--- src/fse_pkg.sv ---
// constants, commands and types shared by the flash sequencer host
package fse_pkg;
  // ---------------------------------------------------------------
  // bus geometry
  // ---------------------------------------------------------------
  localparam int AW = 20;
  localparam logic [19:0] ADDR_UNLK1 = 20'h00555;
  localparam logic [19:0] ADDR_UNLK2 = 20'h002AA;
  // ---------------------------------------------------------------
  // command bytes
  // ---------------------------------------------------------------
  localparam logic [7:0] CMD_UNLK1 = 8'hAA;
  localparam logic [7:0] CMD_UNLK2 = 8'h55;
  localparam logic [7:0] CMD_ESETUP = 8'h80;
  localparam logic [7:0] CMD_PROG = 8'hA0;
  localparam logic [7:0] CMD_SERASE = 8'h30;
  localparam logic [7:0] CMD_SUSP = 8'hB0;
  localparam logic [7:0] CMD_RESUME = 8'h30;
  localparam logic [7:0] CMD_RESET = 8'hF0;
  localparam logic [2:0] LAST_PROG = 3'h3;
  localparam logic [2:0] LAST_ERASE = 3'h5;
  localparam logic [2:0] LEN_ERASE = 3'h6;
  // ---------------------------------------------------------------
  // status byte positions on data_bus
  // ---------------------------------------------------------------
  localparam int BIT_DATA_POLL = 7;
  localparam int BIT_TOGGLE = 6;
  localparam int BIT_TIMEOUT = 5;
  localparam int BIT_ERASE_START = 3;
  localparam int BIT_ERASE_TOGGLE = 2;
  // ---------------------------------------------------------------
  // timing
  // ---------------------------------------------------------------
  localparam int CLK_NS = 20;
  localparam int T_WP_NS = 35;
  localparam int T_ACC_NS = 45;
  localparam int T_SUSP_US = 20;
  localparam int SYNC_STG = 2;
  localparam int WP_CYC = (T_WP_NS + CLK_NS - 1) / CLK_NS;
  localparam int ACC_CYC = (T_ACC_NS + CLK_NS - 1) / CLK_NS;
  localparam int RD_CYC = ACC_CYC + SYNC_STG;
  localparam int SUSP_CYC = (T_SUSP_US * 1000 + CLK_NS - 1) / CLK_NS;
  // ---------------------------------------------------------------
  // user operations
  // ---------------------------------------------------------------
  typedef enum logic [2:0] {
    OP_READ, OP_PROG, OP_ERASE, OP_SUSP, OP_RESUME, OP_RESET, OP_POLL
  } fse_op_t;
endpackage

--- src/fse_cyc_if.sv ---
// single bus cycle request and answer between sequencer and pin engine
`timescale 1ns/1ps
interface fse_cyc_if #(parameter int AW = fse_pkg::AW);
  logic req;
  logic wr;
  logic [AW-1:0] addr;
  logic [7:0] wdata;
  logic done;
  logic [7:0] rdata;
  modport seq (output req, output wr, output addr, output wdata, input done, input rdata);
  modport eng (input req, input wr, input addr, input wdata, output done, output rdata);
endinterface

--- src/fse_cyc_eng.sv ---
// pin engine: one read or write cycle on the flash strobes per request
`timescale 1ns/1ps
module fse_cyc_eng #(
  parameter int AW = fse_pkg::AW
) (
  input wire logic i_mclk,
  input wire logic i_rst_n,
  fse_cyc_if.eng cy,
  output logic o_ce_n,
  output logic o_oe_n,
  output logic o_we_n,
  output logic [AW-1:0] o_addr,
  output logic [7:0] o_dq_out,
  output logic o_dq_oe_n,
  input wire logic [7:0] i_dq
);
  typedef enum logic [1:0] {PH_IDLE, PH_SETUP, PH_STROBE, PH_HOLD} fse_ph_t;
  typedef struct packed {
    fse_ph_t ph;
    logic [2:0] cnt;
    logic wr;
    logic ce_n;
    logic oe_n;
    logic we_n;
    logic dq_oe_n;
    logic [AW-1:0] addr;
    logic [7:0] dq_out;
    logic [7:0] rdata;
    logic done;
    logic [7:0] s1;
    logic [7:0] s2;
  } fse_eng_t;

  localparam logic [2:0] WP_LAST = 3'(fse_pkg::WP_CYC - 1);
  localparam logic [2:0] RD_LAST = 3'(fse_pkg::RD_CYC - 1);

  fse_eng_t r_reg;
  fse_eng_t r_next;

  // ---------------------------------------------------------------
  // cycle sequencing
  // ---------------------------------------------------------------
  always_comb begin
    r_next = r_reg;
    r_next.done = 1'b0;
    r_next.s1 = i_dq;
    r_next.s2 = r_reg.s1;
    unique case (r_reg.ph)
      PH_IDLE: begin
        if (cy.req) begin
          r_next.ph = PH_SETUP;
          r_next.wr = cy.wr;
          r_next.addr = cy.addr;
          r_next.dq_out = cy.wdata;
          r_next.ce_n = 1'b0;
          r_next.dq_oe_n = !cy.wr;
          r_next.cnt = 3'h0;
        end
      end
      PH_SETUP: begin
        r_next.ph = PH_STROBE;
        r_next.we_n = !r_reg.wr;
        r_next.oe_n = r_reg.wr;
      end
      PH_STROBE: begin
        r_next.cnt = r_reg.cnt + 3'h1;
        if (r_reg.cnt == (r_reg.wr ? WP_LAST : RD_LAST)) begin
          // write data latches on this rising edge; read samples the synced bus
          r_next.ph = PH_HOLD;
          r_next.we_n = 1'b1;
          r_next.oe_n = 1'b1;
          if (!r_reg.wr) begin
            r_next.rdata = r_reg.s2;
          end
        end
      end
      PH_HOLD: begin
        r_next.ph = PH_IDLE;
        r_next.ce_n = 1'b1;
        r_next.dq_oe_n = 1'b1;
        r_next.done = 1'b1;
      end
    endcase
  end

  always_ff @(posedge i_mclk or negedge i_rst_n) begin
    if (!i_rst_n) begin
      r_reg <= '{ph: PH_IDLE, ce_n: 1'b1, oe_n: 1'b1, we_n: 1'b1, dq_oe_n: 1'b1,
                 default: '0};
    end else begin
      r_reg <= r_next;
    end
  end

  assign cy.done = r_reg.done;
  assign cy.rdata = r_reg.rdata;
  assign o_ce_n = r_reg.ce_n;
  assign o_oe_n = r_reg.oe_n;
  assign o_we_n = r_reg.we_n;
  assign o_addr = r_reg.addr;
  assign o_dq_out = r_reg.dq_out;
  assign o_dq_oe_n = r_reg.dq_oe_n;
endmodule

--- src/fse_host.sv ---
// host sequencer for flash sector erase, suspend, resume, program and status polling
// Function
// RQ1: sector erase is sent as six writes: two unlocks, setup, two unlocks, sector+30h
// RQ2: device starts erasing on the first 30h; only one sector at a time
// RQ3: host never starts another sector erase before the running one finishes; code clears erasing if a program fails in suspend, then accepts OP_ERASE
// RQ4: during sector erase device accepts only suspend, ignoring other commands
// RQ5: after erase completes device returns to array read, addresses unlatched
// RQ6: suspend acts only during sector erase; its address is don't care
// RQ7: device finishes suspending within 20 us after suspend is accepted
// RQ8: while suspended other sectors read and program normally; erasing sectors give status
// RQ9: resume continues erase; repeated resumes ignored; suspend allowed again afterwards
// RQ10: during program data_poll_bit reads inverted, true after completion
// RQ11: during erase data_poll_bit reads 0, then 1 on completion
// RQ12: host polls only at an address inside the sector being programmed or erased
// RQ13: near completion only data_poll_bit may be valid; next read fully valid
// RQ14: ready_busy_n is pulled low while program or erase runs
// RQ15: ready_busy_n released when ready for reads, suspended, or in standby
// RQ16: toggle_bit inverts on every read while program or erase runs
// RQ17: program to protected sector toggles about 2 us, data unchanged
// RQ18: erase of only protected sectors toggles about 100 us, then read mode
// RQ19: timeout_error_bit goes 1 when program or erase exceeds its pulse limit
// RQ20: programming never turns 0 into 1; attempts halt and raise timeout_error_bit
// RQ21: after timeout_error_bit the host writes reset to return to array read
// RQ22: erase_start_bit goes from 0 to 1 when sector erase actually begins
// RQ23: one reset write, any address, returns to array read when not busy
// RQ24: erase_toggle_bit inverts on reads inside sectors selected for erase
// RQ25: suspend is B0h to any address, resume is 30h to any address
// RQ26: busy status byte carries the five status bits at their data_bus positions
`timescale 1ns/1ps
module fse_host #(
  parameter int AW = fse_pkg::AW
) (
  input wire logic i_mclk,
  input wire logic i_rst_n,
  input wire logic i_op_valid,
  input wire fse_pkg::fse_op_t i_op,
  input wire logic [AW-1:0] i_addr,
  input wire logic [7:0] i_wdata,
  output logic o_op_ready,
  output logic o_op_done,
  output logic o_op_err,
  output logic [7:0] o_rdata,
  output logic o_erase_active,
  output logic o_erase_susp,
  output logic o_dev_busy,
  input wire logic i_ready_busy_n,
  output logic o_ce_n,
  output logic o_oe_n,
  output logic o_we_n,
  output logic [AW-1:0] o_addr,
  output logic [7:0] o_dq_out,
  output logic o_dq_oe_n,
  input wire logic [7:0] i_dq
);
  typedef enum logic [2:0] {M_IDLE, M_WR, M_RD, M_POLL1, M_POLL2, M_SUSPW, M_FAILRST} fse_st_t;
  typedef struct packed {
    fse_st_t st;
    fse_pkg::fse_op_t op;
    logic [2:0] step;
    logic [AW-1:0] uaddr;
    logic [7:0] uwdata;
    logic [AW-1:0] sect;
    logic req;
    logic wr;
    logic [AW-1:0] baddr;
    logic [7:0] bdata;
    logic [7:0] rdata;
    logic tog;
    logic chk;
    logic err;
    logic done;
    logic ready;
    logic erasing;
    logic susp;
    logic [9:0] cnt;
    logic [2:0] wcnt;
    logic rb1;
    logic rb2;
    logic dbusy;
  } fse_host_t;

  localparam logic [9:0] SUSP_LAST = 10'(fse_pkg::SUSP_CYC - 1);
  localparam logic [AW-1:0] A_U1 = AW'(fse_pkg::ADDR_UNLK1);
  localparam logic [AW-1:0] A_U2 = AW'(fse_pkg::ADDR_UNLK2);

  fse_host_t r_reg;
  fse_host_t r_next;
  fse_cyc_if #(.AW(AW)) cy ();

  // unlock sequences of program and sector erase, one word per step
  function automatic logic [AW+7:0] seq_word(input fse_pkg::fse_op_t op, input logic [2:0] step,
                                             input logic [AW-1:0] a, input logic [7:0] d);
    logic is_prog;
    is_prog = (op == fse_pkg::OP_PROG);
    unique case (step)
      3'h0: seq_word = {A_U1, fse_pkg::CMD_UNLK1};
      3'h1: seq_word = {A_U2, fse_pkg::CMD_UNLK2};
      3'h2: seq_word = {A_U1, is_prog ? fse_pkg::CMD_PROG : fse_pkg::CMD_ESETUP};
      3'h3: seq_word = is_prog ? {a, d} : {A_U1, fse_pkg::CMD_UNLK1};
      3'h4: seq_word = {A_U2, fse_pkg::CMD_UNLK2};
      default: seq_word = {a, fse_pkg::CMD_SERASE};
    endcase
  endfunction

  // ---------------------------------------------------------------
  // sequencer
  // ---------------------------------------------------------------
  always_comb begin
    logic legal;
    logic [AW+7:0] w;
    logic toggling;
    legal = 1'b0;
    w = '0;
    toggling = 1'b0;
    r_next = r_reg;
    r_next.req = 1'b0;
    r_next.done = 1'b0;
    r_next.rb1 = i_ready_busy_n;
    r_next.rb2 = r_reg.rb1;
    r_next.dbusy = !r_reg.rb2;
    if (r_reg.done) begin
      r_next.err = 1'b0;
    end
    if (cy.done && r_reg.wr) begin
      r_next.wcnt = r_reg.wcnt + 3'h1;
    end
    unique case (r_reg.st)
      M_IDLE: begin
        if (i_op_valid) begin
          unique case (i_op)
            fse_pkg::OP_READ: legal = 1'b1;
            fse_pkg::OP_PROG: legal = !r_reg.erasing || r_reg.susp;
            fse_pkg::OP_ERASE: legal = !r_reg.erasing; // RQ3
            fse_pkg::OP_SUSP: legal = r_reg.erasing && !r_reg.susp; // RQ6
            fse_pkg::OP_RESUME: legal = r_reg.susp; // RQ9
            fse_pkg::OP_RESET: legal = !r_reg.erasing; // RQ23
            fse_pkg::OP_POLL: legal = r_reg.erasing && !r_reg.susp;
            default: legal = 1'b0;
          endcase
          r_next.op = i_op;
          r_next.uaddr = i_addr;
          r_next.uwdata = i_wdata;
          r_next.step = 3'h0;
          r_next.chk = 1'b0;
          r_next.wcnt = 3'h0;
          r_next.req = legal;
          if (!legal) begin
            r_next.done = 1'b1;
            r_next.err = 1'b1;
          end else begin
            unique case (i_op)
              fse_pkg::OP_READ: begin
                r_next.st = M_RD;
                r_next.wr = 1'b0;
                r_next.baddr = i_addr;
              end
              fse_pkg::OP_POLL: begin
                r_next.st = M_POLL1;
                r_next.wr = 1'b0;
                r_next.baddr = r_reg.sect; // RQ12
              end
              fse_pkg::OP_PROG, fse_pkg::OP_ERASE: begin
                w = seq_word(i_op, 3'h0, i_addr, i_wdata);
                r_next.st = M_WR;
                r_next.wr = 1'b1;
                r_next.baddr = w[AW+7:8];
                r_next.bdata = w[7:0];
              end
              default: begin
                r_next.st = M_WR;
                r_next.wr = 1'b1;
                r_next.baddr = i_addr;
                // single-byte commands, any address
                if (i_op == fse_pkg::OP_SUSP) begin
                  r_next.bdata = fse_pkg::CMD_SUSP; // RQ25
                end else if (i_op == fse_pkg::OP_RESUME) begin
                  r_next.bdata = fse_pkg::CMD_RESUME; // RQ25
                end else begin
                  r_next.bdata = fse_pkg::CMD_RESET; // RQ23
                end
              end
            endcase
          end
        end
      end
      M_WR: begin
        if (cy.done) begin
          if ((r_reg.op == fse_pkg::OP_PROG && r_reg.step != fse_pkg::LAST_PROG) ||
              (r_reg.op == fse_pkg::OP_ERASE && r_reg.step != fse_pkg::LAST_ERASE)) begin
            w = seq_word(r_reg.op, r_reg.step + 3'h1, r_reg.uaddr, r_reg.uwdata); // RQ1
            r_next.step = r_reg.step + 3'h1;
            r_next.req = 1'b1;
            r_next.baddr = w[AW+7:8];
            r_next.bdata = w[7:0];
          end else if (r_reg.op == fse_pkg::OP_PROG) begin
            // poll at the programmed address itself
            r_next.st = M_POLL1;
            r_next.req = 1'b1;
            r_next.wr = 1'b0;
            r_next.baddr = r_reg.uaddr; // RQ12
          end else if (r_reg.op == fse_pkg::OP_SUSP) begin
            r_next.st = M_SUSPW;
            r_next.cnt = 10'h000;
          end else begin
            r_next.st = M_IDLE;
            r_next.done = 1'b1;
            if (r_reg.op == fse_pkg::OP_ERASE) begin
              // erase is running from the 30h write on; only one sector is held
              r_next.erasing = 1'b1; // RQ2
              r_next.sect = r_reg.uaddr;
            end
            if (r_reg.op == fse_pkg::OP_RESUME) begin
              r_next.susp = 1'b0; // RQ9
            end
          end
        end
      end
      M_RD: begin
        if (cy.done) begin
          r_next.st = M_IDLE;
          r_next.done = 1'b1;
          r_next.rdata = cy.rdata;
        end
      end
      M_POLL1: begin
        if (cy.done) begin
          r_next.st = M_POLL2;
          r_next.tog = cy.rdata[fse_pkg::BIT_TOGGLE];
          r_next.req = 1'b1;
        end
      end
      M_POLL2: begin
        if (cy.done) begin
          toggling = cy.rdata[fse_pkg::BIT_TOGGLE] != r_reg.tog; // RQ16
          r_next.rdata = cy.rdata;
          if (!toggling) begin
            r_next.st = M_IDLE;
            r_next.done = 1'b1;
            if (r_reg.op == fse_pkg::OP_POLL) begin
              r_next.erasing = 1'b0; // RQ5
            end
          end else if (cy.rdata[fse_pkg::BIT_TIMEOUT] && r_reg.chk) begin
            // still toggling after the error bit rose: failed, reset the device
            r_next.st = M_FAILRST; // RQ21
            r_next.req = 1'b1;
            r_next.wr = 1'b1;
            r_next.bdata = fse_pkg::CMD_RESET; // RQ21
          end else begin
            // error bit may rise just as toggling stops; look twice more
            r_next.chk = cy.rdata[fse_pkg::BIT_TIMEOUT]; // RQ19
            r_next.st = M_POLL1;
            r_next.req = 1'b1;
          end
        end
      end
      M_SUSPW: begin
        r_next.cnt = r_reg.cnt + 10'h001;
        if (r_reg.cnt == SUSP_LAST) begin
          r_next.st = M_IDLE; // RQ7
          r_next.done = 1'b1;
          r_next.susp = 1'b1;
        end
      end
      M_FAILRST: begin
        if (cy.done) begin
          r_next.st = M_IDLE;
          r_next.done = 1'b1;
          r_next.err = 1'b1;
          r_next.erasing = 1'b0;
          r_next.susp = 1'b0;
        end
      end
    endcase
    r_next.ready = (r_next.st == M_IDLE);
  end

  always_ff @(posedge i_mclk or negedge i_rst_n) begin
    if (!i_rst_n) begin
      r_reg <= '{st: M_IDLE, op: fse_pkg::OP_READ, ready: 1'b1, rb1: 1'b1, rb2: 1'b1,
                 default: '0};
    end else begin
      r_reg <= r_next;
    end
  end

  assign cy.req = r_reg.req;
  assign cy.wr = r_reg.wr;
  assign cy.addr = r_reg.baddr;
  assign cy.wdata = r_reg.bdata;
  assign o_op_ready = r_reg.ready;
  assign o_op_done = r_reg.done;
  assign o_op_err = r_reg.err;
  assign o_rdata = r_reg.rdata;
  assign o_erase_active = r_reg.erasing;
  assign o_erase_susp = r_reg.susp;
  assign o_dev_busy = r_reg.dbusy;

  fse_cyc_eng #(.AW(AW)) u_eng (
    .i_mclk(i_mclk),
    .i_rst_n(i_rst_n),
    .cy(cy),
    .o_ce_n(o_ce_n),
    .o_oe_n(o_oe_n),
    .o_we_n(o_we_n),
    .o_addr(o_addr),
    .o_dq_out(o_dq_out),
    .o_dq_oe_n(o_dq_oe_n),
    .i_dq(i_dq)
  );
endmodule

--- config.mk ---
export PLATFORM = sky130hd
export DESIGN_NAME = fse_host
export DESIGN_NICKNAME = d
export VERILOG_FILES = /design/src/fse_pkg.sv /design/src/fse_cyc_if.sv /design/src/fse_cyc_eng.sv /design/src/fse_host.sv
export SDC_FILE = /design/constraint.sdc
export NUM_CORES = 1
export LEC_CHECK = 0
export BUFFER_PORTS_ARGS = -buffer_cell sky130_fd_sc_hd__clkbuf_2
export CAP_MARGIN = 20
export CORE_MARGIN = 2
export CORE_UTILIZATION = 59
export CTS_CLUSTER_SIZE = 24
export DETAILED_ROUTE_END_ITERATION = 7
export PLACE_DENSITY = 0.79
export SETUP_SLACK_MARGIN = 0.05
export SLEW_MARGIN = 20
export SYNTH_ARGS = -nofsm -noshare
export SYNTH_HDL_FRONTEND = slang
export SYNTH_SLANG_ARGS = --single-unit
export TNS_END_PERCENT = 1
--- constraint.sdc ---
create_clock -name i_mclk -period 3.4 [get_ports i_mclk]
set_clock_uncertainty 0.1 [all_clocks]
set_input_delay 0.51 -clock i_mclk [delete_from_list [all_inputs] [get_ports i_mclk]]
set_output_delay 0.51 -clock i_mclk [all_outputs]
set_load 0.03 [all_outputs]
==> flow_summary.toml <==
[sta]
tightest_slew_ns = 0.840
fmax_ghz = 0.337
setup-violations-final = 0
min_period_over_period_pct = 87.2
layout_min_cycle_time_ns = 2.97
rsz0062_at_grt = "no"
max-slew-margin-rel_pct = 43.7
hold_viol = 0
final.setup.tns_ns = 0
slew_viol_final = 0

[logic_synthesis]
synth_top_area_share_pct = 50.2
syn_area_mm2 = 0.00852
synthTopCellsByCount = "dfrtp_1, mux2_2, nand2_1, nor2_1, a21oi_1"
synth-edff-count = 0
syn_area_per_cell_um2 = 11.3
yosysSeqAreaShare_pct = 52.4
synth_ff_type = "dfrtp_1"
netlist_instances = 755
syn_nets = 809
ys_top_cells_by_area = "dfrtp_1, mux2_2, buf_4"
yosysUniqueCellTypes = 59
ys_async_sr_fraction_pct = 100
synth.most_common_cell = "dfrtp_1"
synth_seq_cells = 178
synth_top_area_cell = "dfrtp_1"
yosysWarnings = 0

[final_layout]
largest_register_ffs = 70
final_cells = 997
syn2layout_area_growth_pct = 11.1
fill_cells = 1072
regArea_mm2 = 0.00446
antennaDiodeCount = 0
utilization_pct = 67.6
multi_input_area_mm2 = 0.00356
drive_gt1_share_pct = 31.9
nets = 858

[grt]
grt-busiest-layer = "met2"
overflow = 0
antenna_found_initial = 0
grt_use_total_pct = 26.0
gr-usage-met1_pct = 35.9
grtUsageMet3_pct = 5.95
grt.met2_usage_pct = 41.3
grt_pass1_wl_um = 30800
first_global_vias = 6053
grt_max_degree = 77

[detailed_routing]
viasPerCell = 6.06
routed_wirelength_um = 18800
vias = 6046
drtPass1Iterations = 5
first_iter_violations = 583
drc = 0
ant_nets = 0
detail_route.wl_per_cell_um = 18.9

[floorplanning]
die_area_mm2 = 0.0154
rows = 43
io_pins = 89
core_area_mm2 = 0.0140
die_x_um = 124
initial_core_util_pct = 60.9
fp.dieH_um = 124

[min_path]
hold_class = "primary input to async pin"

[clocking]
cts-root-buf = "clkbuf_16"
h-tree-depth = 4
post_cts_buffers = 0
clk_latency_ns = 0.42
cts_tree = "yes"
path_clk_slew_ns = 0.06
cts_max_path_buffers = 2
cts.repair.resized = 0
cts_buffers = 17
holdBufCountCts = 0
clock-sinks = 178

[placement]
dp_cells = 965
io_buffers = 88
gp_congestion = 0.920
place_hpwl_um = 13000

[setup_path]
arrival_ns = 3.23
critPathLaunchType = "register"
cp_max_fo = 8
regToRegEndpoint = "cy.addr[4]"
cp-end-kind = "register"
r2r_cells = 8
r2r_slack_ns = 0.43
cp.required_ns = 3.66
criticalPathCategory = "register to register"
reg2reg_from = "r_reg[109]"

[run_status]
outcome = "finished clean"

[flow_run]
maxCapViolCount = 0

[pwr]
ir_drop_mv = 0.642
powerDensity_mw_per_mm2 = 927
power.leakage_nw = 4.30
## area by class of cell
cell class                 count  area share (%)
sequential                   178            47.2
multi-input combinational    486            37.7
timing repair buffer         103            6.05
clock buffer                  23            5.16
tap                          180            2.38
clock inverter                 9           0.847
inverter                      18           0.714
## worst max-delay path by stage
stage | from | to | slack, ns | depth (start not counted)
after floorplan | r_reg[109] | cy.addr[0] | 0.96 | 9
after global placement | i_op[1] | cy.wdata[1] | 0.65 | 6
after detailed placement | r_reg[109] | cy.addr[6] | 0.53 | 8
after CTS | r_reg[109] | cy.addr[4] | 0.48 | 8
after global routing | r_reg[109] | cy.addr[4] | 0.28 | 8
final | r_reg[109] | cy.addr[4] | 0.43 | 8
## stage by stage
stage	hold slack [ns]	power, mW	worst slack (ns)	area [um^2]
floorplan	0.114	6.16	0.964	8520
global placement	0.232	6.71	0.647	8890
detailed placement	0.235	6.87	0.529	8890
CTS	0.0196	8.77	0.481	9460
global route	0.0537	9.29	0.284	9460
finish	0.00316	8.77	0.434	9460
## routing by layer
metal	share of wire, %	vias up
met5	0	-
met4	1.4	0
met3	7.9	25
met2	47	245
met1	44	2987
li1	-	2789
## cells by family after synthesis
family                   synth area share (%)
adder cells (fa/ha/maj)                  1.62
flip-flops                               52.4
AND/OR/NAND/NOR                          9.70
buffers and inverters                    5.83
XOR/XNOR                                 1.13
multiplexers                             14.9
AO/OA/AOI/OAI                            14.4
## worst max-delay path, stage by stage (launching register included)
cell and delay, ns:
dfrtp_1 0.43, ha_1 0.27, ha_1 0.42, mux2i_1 0.22, a21o_1 0.23, a211oi_1 0.72, a21oi_1 0.13, o211ai_1 0.24
o21a_1 0.15
## where the power goes
part           switching (mW)  total [mW]  internal [mW]
logic                    1.86        3.23           1.37
clock network           0.790        1.87           1.08
registers               0.688        3.66           2.97
## layout by cell type, fill, tap and decap left out, types with 4 or more instances in the layout
cell / count
dfrtp_1: 171
mux2_2: 108
clkbuf_2: 87
nand2_1: 47
nor2_1: 47
a21oi_1: 45
o21ai_0: 38
a22o_1: 24
inv_1: 18
clkbuf_16: 17
nand3_1: 14
o211ai_1: 14
buf_4: 14
a31oi_1: 12
o22ai_1: 11
ha_1: 11
a22oi_1: 10
nand2b_1: 9
xnor2_1: 7
and2_1: 7
nor3_1: 7
dfstp_2: 7
nor2b_1: 6
o21a_1: 6
nand3b_1: 5
mux2i_1: 5
or3_1: 5
clkinv_2: 5
xor2_1: 4
a32oi_1: 4
a2bb2oi_1: 4
clkbuf_8: 4
Note: power is estimated with default switching activity, not from simulation.
